===== src/oce_pkg.sv =====
package oce_pkg;

  localparam int NSTAGE = 6;
  localparam int NOUT   = 6;
  localparam int NSIG   = 4;
  localparam int WTIME  = 16;
  localparam int WCUR   = 16;

  // Stage indices
  localparam int ST_LS_PHASE  = 0;
  localparam int ST_HS_PHASE  = 1;
  localparam int ST_VHS_PHASE = 2;
  localparam int ST_LS_GROUND = 3;
  localparam int ST_HS_GROUND = 4;
  localparam int ST_DISC      = 5;

  // Output matrix columns
  localparam int OUT_MAIN   = 0;
  localparam int OUT_BACKUP = 1;
  localparam int OUT_SIG0   = 2;

  // Timing base: one tick per millisecond
  localparam int CLK_PERIOD_NS = 50;
  localparam int TICK_NS       = 1000000;
  localparam int MS_CYCLES_DEF = (TICK_NS + CLK_PERIOD_NS - 1) / CLK_PERIOD_NS;

  // Start delays in ms, by stage index
  localparam logic [WTIME-1:0] LS_PHASE_START_MS  = 16'h0014;
  localparam logic [WTIME-1:0] HS_PHASE_START_MS  = 16'h0028;
  localparam logic [WTIME-1:0] VHS_PHASE_START_MS = 16'h0014;
  localparam logic [WTIME-1:0] LS_GROUND_START_MS = 16'h0014;
  localparam logic [WTIME-1:0] HS_GROUND_START_MS = 16'h0032;
  localparam logic [WTIME-1:0] DISC_START_MS      = 16'h0096;

  // Breaker-failure time window in ms
  localparam logic [WTIME-1:0] CBF_MIN_MS = 16'h0064;
  localparam logic [WTIME-1:0] CBF_MAX_MS = 16'h03e8;

  localparam logic [WTIME-1:0] TIME_RST = 16'h0000;
  localparam logic [WCUR-1:0]  CUR_RST  = 16'h0000;

  typedef enum logic [1:0] {
    oce_ctl_block   = 2'h0,
    oce_ctl_unlatch = 2'h1,
    oce_ctl_bank    = 2'h2
  } oce_ctl_fn_t;

  typedef enum logic [2:0] {
    oce_curve_definite                = 3'h0,
    oce_curve_normal                  = 3'h1,
    oce_curve_very                    = 3'h2,
    oce_curve_extreme                 = 3'h3,
    oce_curve_long                    = 3'h4,
    oce_curve_special_inverse_curve_a = 3'h5,
    oce_curve_log_inverse_curve_b     = 3'h6
  } oce_curve_t;

endpackage


===== src/oce_top.sv =====
// Behaviour
// - Low-set phase stage starts above level, start signal after preset delay
// - Low-set phase operates on definite time or computed inverse time
// - High-set phase start signal after fixed 40 ms, then operate time
// - Very-high-set phase starts above level, delay, then operate time
// - High-set and very-high-set stages selectable instantaneous or definite time
// - Low-set ground stage: start delay, then definite or inverse operate
// - High-set ground start signal after 50 ms, then operate time
// - Discontinuity stage start signal after 150 ms, then definite operate
// - Discontinuity stage can be disabled completely
// - Low-set stages choose definite or inverse; six inverse curves
// - Four standard inverse curves plus two special inverse curves
// - Two trip and four signal outputs fed by start/operate matrix; backup trip fed by breaker-failure timer when enabled
// - Control input blocks stages, unlatches trips, or switches setting bank
// - A configuration field picks the control input function
// - Permanent internal fault drops alarm and suppresses trip and signal outputs
// - Currents evaluated on every measurement update without pause
// - Settings written locally or remotely; remote party sends valid values
// - Backup trip after 0.1 to 1 s if fault persists past main trip
// - Configuration selects latching or following heavy-duty trip outputs
// - Alarm output held active normally, released on internal fault
`timescale 1ns/1ps
`default_nettype none

module oce_top #(
  parameter int MS_CYCLES = oce_pkg::MS_CYCLES_DEF
) (
  input  wire logic                       clk,
  input  wire logic                       reset,
  input  wire logic                       meas_valid,
  input  wire logic [oce_pkg::WCUR-1:0]   i_l1,
  input  wire logic [oce_pkg::WCUR-1:0]   i_l2,
  input  wire logic [oce_pkg::WCUR-1:0]   i_l3,
  input  wire logic [oce_pkg::WCUR-1:0]   i_n,
  input  wire logic [oce_pkg::WCUR-1:0]   unbalance,
  input  wire logic [oce_pkg::WCUR-1:0]   level_main [oce_pkg::NSTAGE],
  input  wire logic [oce_pkg::WCUR-1:0]   level_second [oce_pkg::NSTAGE],
  input  wire logic [oce_pkg::WTIME-1:0]  op_ms_main [oce_pkg::NSTAGE],
  input  wire logic [oce_pkg::WTIME-1:0]  op_ms_second [oce_pkg::NSTAGE],
  input  wire oce_pkg::oce_curve_t        phase_curve,
  input  wire oce_pkg::oce_curve_t        ground_curve,
  input  wire logic [oce_pkg::WTIME-1:0]  inv_ms_phase,
  input  wire logic [oce_pkg::WTIME-1:0]  inv_ms_ground,
  input  wire logic [2:0]                 instant_sel,
  input  wire logic                       disc_enable,
  input  wire logic                       control_input_pin,
  input  wire oce_pkg::oce_ctl_fn_t       control_input_function_select,
  input  wire logic [oce_pkg::NSTAGE-1:0] block_mask,
  input  wire logic                       trip_latch_select,
  input  wire logic [2*oce_pkg::NSTAGE-1:0] out_route [oce_pkg::NOUT],
  input  wire logic                       cbf_enable,
  input  wire logic [oce_pkg::WTIME-1:0]  cbf_ms,
  input  wire logic                       self_fault_pin,
  output logic                            main_trip_output,
  output logic                            backup_trip_output,
  output logic [oce_pkg::NSIG-1:0]        signal_output,
  output logic                            self_check_alarm_output,
  output logic [oce_pkg::NSTAGE-1:0]      stage_start,
  output logic [oce_pkg::NSTAGE-1:0]      stage_operate,
  output logic                            bank_second
);

  localparam int NS = oce_pkg::NSTAGE;
  localparam int WC = oce_pkg::WCUR;
  localparam int WT = oce_pkg::WTIME;
  localparam int TW = $clog2(MS_CYCLES);
  localparam logic [TW-1:0] TICK_LAST = TW'(MS_CYCLES - 1);

  localparam logic [WT-1:0] START_MS [NS] = '{
    oce_pkg::LS_PHASE_START_MS,
    oce_pkg::HS_PHASE_START_MS,
    oce_pkg::VHS_PHASE_START_MS,
    oce_pkg::LS_GROUND_START_MS,
    oce_pkg::HS_GROUND_START_MS,
    oce_pkg::DISC_START_MS
  };

  // Pin inputs through two flip-flops
  logic [1:0] pins_s;
  wire        ctl_s   = pins_s[0];
  wire        fault_s = pins_s[1];

  oce_sync #(
    .W (2)
  ) u_sync (
    .clk   (clk),
    .reset (reset),
    .din   ({self_fault_pin, control_input_pin}),
    .dout  (pins_s)
  );

  // Millisecond tick
  logic [TW-1:0] tick_cnt_reg;
  wire           tick_ms = (tick_cnt_reg == TICK_LAST);

  always_ff @(posedge clk) begin
    if (reset) begin
      tick_cnt_reg <= '0;
    end else if (tick_ms) begin
      tick_cnt_reg <= '0;
    end else begin
      tick_cnt_reg <= tick_cnt_reg + {{(TW-1){1'b0}}, 1'b1};
    end
  end

  // Control input function
  wire fn_block   = control_input_function_select == oce_pkg::oce_ctl_block;
  wire fn_unlatch = control_input_function_select == oce_pkg::oce_ctl_unlatch;
  wire fn_bank    = control_input_function_select == oce_pkg::oce_ctl_bank;

  wire [NS-1:0] stage_block = (fn_block & ctl_s) ? block_mask : '0;
  wire          unlatch     = fn_unlatch & ctl_s;
  assign bank_second        = fn_bank & ctl_s;

  // Measured value per stage
  wire [WC-1:0] max12     = (i_l1 > i_l2) ? i_l1 : i_l2;
  wire [WC-1:0] phase_max = (max12 > i_l3) ? max12 : i_l3;

  logic [WC-1:0] meas [NS];
  assign meas[oce_pkg::ST_LS_PHASE]  = phase_max;
  assign meas[oce_pkg::ST_HS_PHASE]  = phase_max;
  assign meas[oce_pkg::ST_VHS_PHASE] = phase_max;
  assign meas[oce_pkg::ST_LS_GROUND] = i_n;
  assign meas[oce_pkg::ST_HS_GROUND] = i_n;
  assign meas[oce_pkg::ST_DISC]      = unbalance;

  // Active setting bank; settings arrive already validated
  logic [WC-1:0] level [NS];
  logic [WT-1:0] op_def [NS];
  logic [NS-1:0] over_cmp;
  logic [NS-1:0] over_reg;

  // Curve codes beyond the six defined fall back to definite time
  wire phase_inv  = (phase_curve != oce_pkg::oce_curve_definite) &
                    (phase_curve <= oce_pkg::oce_curve_log_inverse_curve_b);
  wire ground_inv = (ground_curve != oce_pkg::oce_curve_definite) &
                    (ground_curve <= oce_pkg::oce_curve_log_inverse_curve_b);

  logic [WT-1:0] op_time [NS];
  logic [NS-1:0] instant_vec;
  logic [NS-1:0] enable_vec;

  assign instant_vec = {1'b0, instant_sel[2], 1'b0, instant_sel[1], instant_sel[0], 1'b0};
  assign enable_vec  = {disc_enable, {(NS-1){1'b1}}};

  genvar g;
  generate
    for (g = 0; g < NS; g++) begin : g_stage
      assign level[g]    = bank_second ? level_second[g] : level_main[g];
      assign op_def[g]   = bank_second ? op_ms_second[g] : op_ms_main[g];
      assign over_cmp[g] = meas[g] > level[g];

      if (g == oce_pkg::ST_LS_PHASE) begin : g_ls_ph
        assign op_time[g] = phase_inv ? inv_ms_phase : op_def[g];
      end else if (g == oce_pkg::ST_LS_GROUND) begin : g_ls_gr
        assign op_time[g] = ground_inv ? inv_ms_ground : op_def[g];
      end else begin : g_def
        assign op_time[g] = op_def[g];
      end

      // Start delays per stage: 40 ms, 50 ms, 150 ms for the fixed ones
      oce_stage #(
        .W (WT)
      ) u_stage (
        .clk      (clk),
        .reset    (reset),
        .tick_ms  (tick_ms),
        .enable   (enable_vec[g]),
        .over     (over_reg[g]),
        .block    (stage_block[g]),
        .instant  (instant_vec[g]),
        .start_ms (START_MS[g]),
        .op_ms    (op_time[g]),
        .start    (stage_start[g]),
        .operate  (stage_operate[g])
      );
    end
  endgenerate

  // Comparisons refreshed on every measurement update
  always_ff @(posedge clk) begin
    if (reset) begin
      over_reg <= '0;
    end else if (meas_valid) begin
      over_reg <= over_cmp;
    end
  end

  // Output matrix: 12 sources to 6 outputs
  wire [2*NS-1:0]              sources = {stage_operate, stage_start};
  logic [oce_pkg::NOUT-1:0]    col_hit;

  generate
    for (g = 0; g < oce_pkg::NOUT; g++) begin : g_matrix
      assign col_hit[g] = |(sources & out_route[g]);
    end
  endgenerate

  // Breaker-failure timer reuses the stage sequencer
  wire [WT-1:0] cbf_lim = (cbf_ms < oce_pkg::CBF_MIN_MS) ? oce_pkg::CBF_MIN_MS :
                          (cbf_ms > oce_pkg::CBF_MAX_MS) ? oce_pkg::CBF_MAX_MS :
                          cbf_ms;
  wire          fault_any = |stage_start;
  logic         trip_main_q;
  logic         cbf_trip;

  oce_stage #(
    .W (WT)
  ) u_cbf (
    .clk      (clk),
    .reset    (reset),
    .tick_ms  (tick_ms),
    .enable   (cbf_enable),
    .over     (trip_main_q & fault_any),
    .block    (1'b0),
    .instant  (1'b1),
    .start_ms (cbf_lim),
    .op_ms    (oce_pkg::TIME_RST),
    .start    (cbf_trip),
    .operate  ()
  );

  // Heavy-duty trips: latch or follow; a new trip wins over unlatch
  logic [1:0] trip_hold_reg;
  wire  [1:0] trip_raw  = {cbf_enable ? cbf_trip : col_hit[oce_pkg::OUT_BACKUP],
                           col_hit[oce_pkg::OUT_MAIN]};
  wire  [1:0] trip_next = trip_latch_select ?
                          (trip_raw | (trip_hold_reg & ~{2{unlatch}})) :
                          trip_raw;
  assign trip_main_q = trip_hold_reg[0];

  // Permanent internal fault is held until reset
  logic fault_latched_reg;
  logic [oce_pkg::NSIG-1:0] sig_reg;
  logic main_reg;
  logic backup_reg;
  logic alarm_reg;

  always_ff @(posedge clk) begin
    if (reset) begin
      fault_latched_reg <= 1'b0;
      trip_hold_reg     <= 2'h0;
    end else begin
      fault_latched_reg <= fault_latched_reg | fault_s;
      trip_hold_reg     <= trip_next;
    end
  end

  always_ff @(posedge clk) begin
    if (reset) begin
      main_reg   <= 1'b0;
      backup_reg <= 1'b0;
      sig_reg    <= '0;
      alarm_reg  <= 1'b0;
    end else begin
      main_reg   <= trip_hold_reg[0] & ~fault_latched_reg;
      backup_reg <= trip_hold_reg[1] & ~fault_latched_reg;
      sig_reg    <= col_hit[oce_pkg::NOUT-1:oce_pkg::OUT_SIG0] &
                    {oce_pkg::NSIG{~fault_latched_reg}};
      alarm_reg  <= ~fault_latched_reg;
    end
  end

  assign main_trip_output        = main_reg;
  assign backup_trip_output      = backup_reg;
  assign signal_output           = sig_reg;
  assign self_check_alarm_output = alarm_reg;
endmodule // oce_top

`default_nettype wire


===== src/oce_sync.sv =====
`timescale 1ns/1ps
`default_nettype none

module oce_sync #(
  parameter int W = 2
) (
  input  wire logic         clk,
  input  wire logic         reset,
  input  wire logic [W-1:0] din,
  output logic      [W-1:0] dout
);

  logic [W-1:0] meta_reg;

  always_ff @(posedge clk) begin
    if (reset) begin
      meta_reg <= '0;
      dout     <= '0;
    end else begin
      meta_reg <= din;
      dout     <= meta_reg;
    end
  end

endmodule // oce_sync

`default_nettype wire


===== src/oce_stage.sv =====
`timescale 1ns/1ps
`default_nettype none

module oce_stage #(
  parameter int W = oce_pkg::WTIME
) (
  input  wire logic         clk,
  input  wire logic         reset,
  input  wire logic         tick_ms,
  input  wire logic         enable,
  input  wire logic         over,
  input  wire logic         block,
  input  wire logic         instant,
  input  wire logic [W-1:0] start_ms,
  input  wire logic [W-1:0] op_ms,
  output logic              start,
  output logic              operate
);

  typedef enum logic [3:0] {
    oce_st_idle  = 4'h1,
    oce_st_delay = 4'h2,
    oce_st_run   = 4'h4,
    oce_st_op    = 4'h8
  } oce_stage_state_t;

  oce_stage_state_t state_reg, state_next;
  logic [W-1:0]     cnt_reg, cnt_next;

  wire         active   = enable & over;
  wire [W-1:0] cnt_inc  = cnt_reg + {{(W-1){1'b0}}, 1'b1};
  wire         start_ok = cnt_reg >= start_ms;
  wire         op_ok    = instant | (cnt_reg >= op_ms);

  always_comb begin
    state_next = state_reg;
    cnt_next   = cnt_reg;
    if (!active) begin
      state_next = oce_st_idle;
      cnt_next   = '0;
    end else begin
      unique case (state_reg)
        oce_st_idle: begin
          state_next = oce_st_delay;
          cnt_next   = '0;
        end
        oce_st_delay: begin
          if (start_ok) begin
            state_next = oce_st_run;
            cnt_next   = '0;
          end else if (tick_ms) begin
            cnt_next = cnt_inc;
          end
        end
        oce_st_run: begin
          if (block) begin
            cnt_next = cnt_reg;
          end else if (op_ok) begin
            state_next = oce_st_op;
          end else if (tick_ms) begin
            cnt_next = cnt_inc;
          end
        end
        oce_st_op: begin
          if (block) begin
            state_next = oce_st_run;
          end
        end
        default: begin
          state_next = oce_st_idle;
          cnt_next   = '0;
        end
      endcase
    end
  end

  always_ff @(posedge clk) begin
    if (reset) begin
      state_reg <= oce_st_idle;
      cnt_reg   <= '0;
    end else begin
      state_reg <= state_next;
      cnt_reg   <= cnt_next;
    end
  end

  assign start   = (state_reg == oce_st_run) | (state_reg == oce_st_op);
  assign operate = (state_reg == oce_st_op) & ~block;
endmodule // oce_stage

`default_nettype wire


===== config.mk =====
export PLATFORM = sky130hd
export DESIGN_NAME = oce_top
export DESIGN_NICKNAME = d
export VERILOG_FILES = /design/src/oce_pkg.sv /design/src/oce_top.sv /design/src/oce_sync.sv /design/src/oce_stage.sv
export SDC_FILE = /design/constraint.sdc
export NUM_CORES = 1
export LEC_CHECK = 0
export BUFFER_PORTS_ARGS = -buffer_cell sky130_fd_sc_hd__buf_2
export CAP_MARGIN = 20
export CORE_AREA = 5 5 242 244
export DETAILED_ROUTE_END_ITERATION = 12
export DIE_AREA = 0 0 247 249
export GPL_TIMING_DRIVEN = 0
export PLACE_DENSITY_LB_ADDON = 0.1
export SLEW_MARGIN = 20
export SYNTH_ARGS = -nofsm -noshare
export SYNTH_HDL_FRONTEND = slang
export SYNTH_HIERARCHICAL = 1
export SYNTH_SLANG_ARGS = --single-unit

===== constraint.sdc =====
create_clock -name clk -period 7.5 [get_ports clk]
set_clock_uncertainty 0.2 [all_clocks]
set_input_delay 0.375 -clock clk [delete_from_list [all_inputs] [get_ports clk]]
set_output_delay 0.375 -clock clk [all_outputs]
set_load 0.005 [all_outputs]

==> flow_summary.yaml <==
outcome:
  status: "completed"
floorplan:
  die-area_sq_um: 61500
  io_pins: 629
  fp.dieH_microns: 249
  num_rows: 87
  fp.dieW_microns: 247
  start_util: 0.371
  core_area_sq_um: 56100
synthesis:
  synth_warnings: 6
  syn_area_per_cell_sq_um: 8.13
  syn-cell-area_sq_um: 20800
  synthCells: 2560
sta:
  tns_ns: 0
  fin_crit_sh: 0.817
  finalSetupViolations: 0
  slew_headroom: 0.261
  worst_pin_slew_ns: 1.11
  finalWorstSetupSlack_ns: 1.37
  finalHoldViolations: 0
  max_freq_mhz: 163
  period_needed_ns: 6.13
  worst_hold_slack_ns: 0.0393
  rsz0062_at_grt: "no"
  slew_violations: 0
placement:
  routabilityCongestion: 0.950
  hpwl_microns: 67100
  dp_slack_ns: 0.924
  portBuffers: 628
critical_path:
  critPathArrivalTime_ns: 6.30
  required_ns: 7.67
  start_kind: "primary input"
  worst_path_most_repeated_cell: "ha_1"
  reg2reg_setup_slack_ns: 1.95
  path_delay_family: "compound AO/OA/AOI/OAI gates"
  worstSetupEndpointType: "flip-flop"
  max_stage_delay_ns: 0.59
  slowest_stage: "nor4_1"
  crit_fanout: 10
  crit_type: "in2reg"
  crit_path_cell_trace: "buf_2, inv_1, ha_1, nand4_1, nor2_1, nor4_1, a31oi_4, buf_6, mux2_1, ha_1, a21o_1, a21o_1, a21oi_1, a211oi_1, o21ai_1, buf_2, mux2_2, ha_1, nand4_1, or2_2, o31ai_1, nor2_1, a221o_1"
  crit_buf_inv: 4
final_layout:
  area_growth_pct: 25.8
  finalNetCount: 4324
  layout_common_cells: "642 x buf_2, 360 x ha_1, 290 x inv_1"
  largest_register_ffs: 96
  fin_util: 0.467
  fill_cells: 5619
  final_common_cell: "buf_2"
  drive_gt1_frac: 0.262
power_and_ir_drop:
  ir_drop_mv: 0.143
  leakagePower_nw: 11.9
  power_density_nw_per_um2: 101
clocking:
  clockBufferDepth: 2
  clk_pin_slew_worst_paths_ns: 0.07
  cts_buffers: 17
  clockRootBuffer: "clkbuf_16"
  worst_skew_pair.late_latency_ns: 0.48
  postCtsSetupBuffers: 0
  clock_sinks: 175
  cts_max_level: 4
  cts_tree: "yes"
global_routing:
  grt_overflow: 0
  grtUsageTotal: 0.245
  grt_max_degree: 20
  grt_first_pass_wirelength_microns: 120000
  first_global_vias: 22400
  antenna_found_initial: 3
route:
  drcViolationCount: 0
  ant_nets: 0
  viasPerCell: 5.38
  dr.pass1.iters: 6
  num_vias: 22200
  wl_per_cell_microns: 18.9
  drtIter0Drc: 1487
  wl_microns: 78100
job:
  maxCapViolCount: 0
hold_path:
  hold_path.class: "in2reg"
==> layout make-up <==
class                      count  area [sq um]  area share
multi-input combinational   2150         16300       0.623
sequential                   175          3500       0.134
timing repair buffer         647          3310       0.126
inverter                     290          1090      0.0416
tap                          756           946      0.0361
clock buffer                  20           457      0.0174
buffer                        74           429      0.0164
clock inverter                12           133     0.00506
antenna                        1          2.50   0.0000956
==> tightest hold or removal path: cells and delay by family <==
kind	cells	cell delay, ns
buf+inv	1	0.07
compound gates	2	0.22
==> layer usage <==
metal  track usage  routed length, microns  vias to the layer above
li1              -                       -                    11100
met1         0.299                   33300                    10300
met2         0.445                   39200                      611
met3        0.0359                    3520                       93
met4        0.0684                    2030                        2
met5             0                      13                        -
==> path summary, 6_finish.rpt <==
check | endpoint | cells after the start | start
hold / removal | signal_output[2]$_SDFF_PP0_ | 3 | out_route[16]
setup / recovery | over_reg[0]$_SDFFE_PP0P_ | 23 | i_l2[13]
setup reg to reg | g_stage[4].u_stage/cnt_reg[10]$_SDFFE_PP0P_ | 15 | u_sync/dout[0]$_SDFF_PP0_
hold reg to reg | u_sync/dout[1]$_SDFF_PP0_ | 1 | u_sync/meta_reg[1]$_SDFF_PP0_
==> power by group <==
part / internal, W / switching, W
Sequential: 0.000937 / 0.00000848
Clock: 0.000509 / 0.000426
Combinational: 0.000361 / 0.000391
==> per-stage QoR <==
step | total power (W) | instance area, sq um | instances
2_1_floorplan | 0.00139 | 21300 | 2689
3_3_place_gp | 0.00168 | 25400 | 4073
3_5_place_dp | 0.00171 | 25500 | 4082
4_1_cts | 0.00267 | 26200 | 4123
5_1_grt | 0.00281 | 26200 | 4125
6_report | 0.00263 | 26200 | 4125
==> repair_timing <==
| action | 4_1_cts | 5_1_grt |
|---|---|---|
| hold endpoints to repair | 6 | 0 |
| hold buffers | 9 | 0 |
| resized for setup | 0 | 0 |
Power figures use the tool's default switching activity.
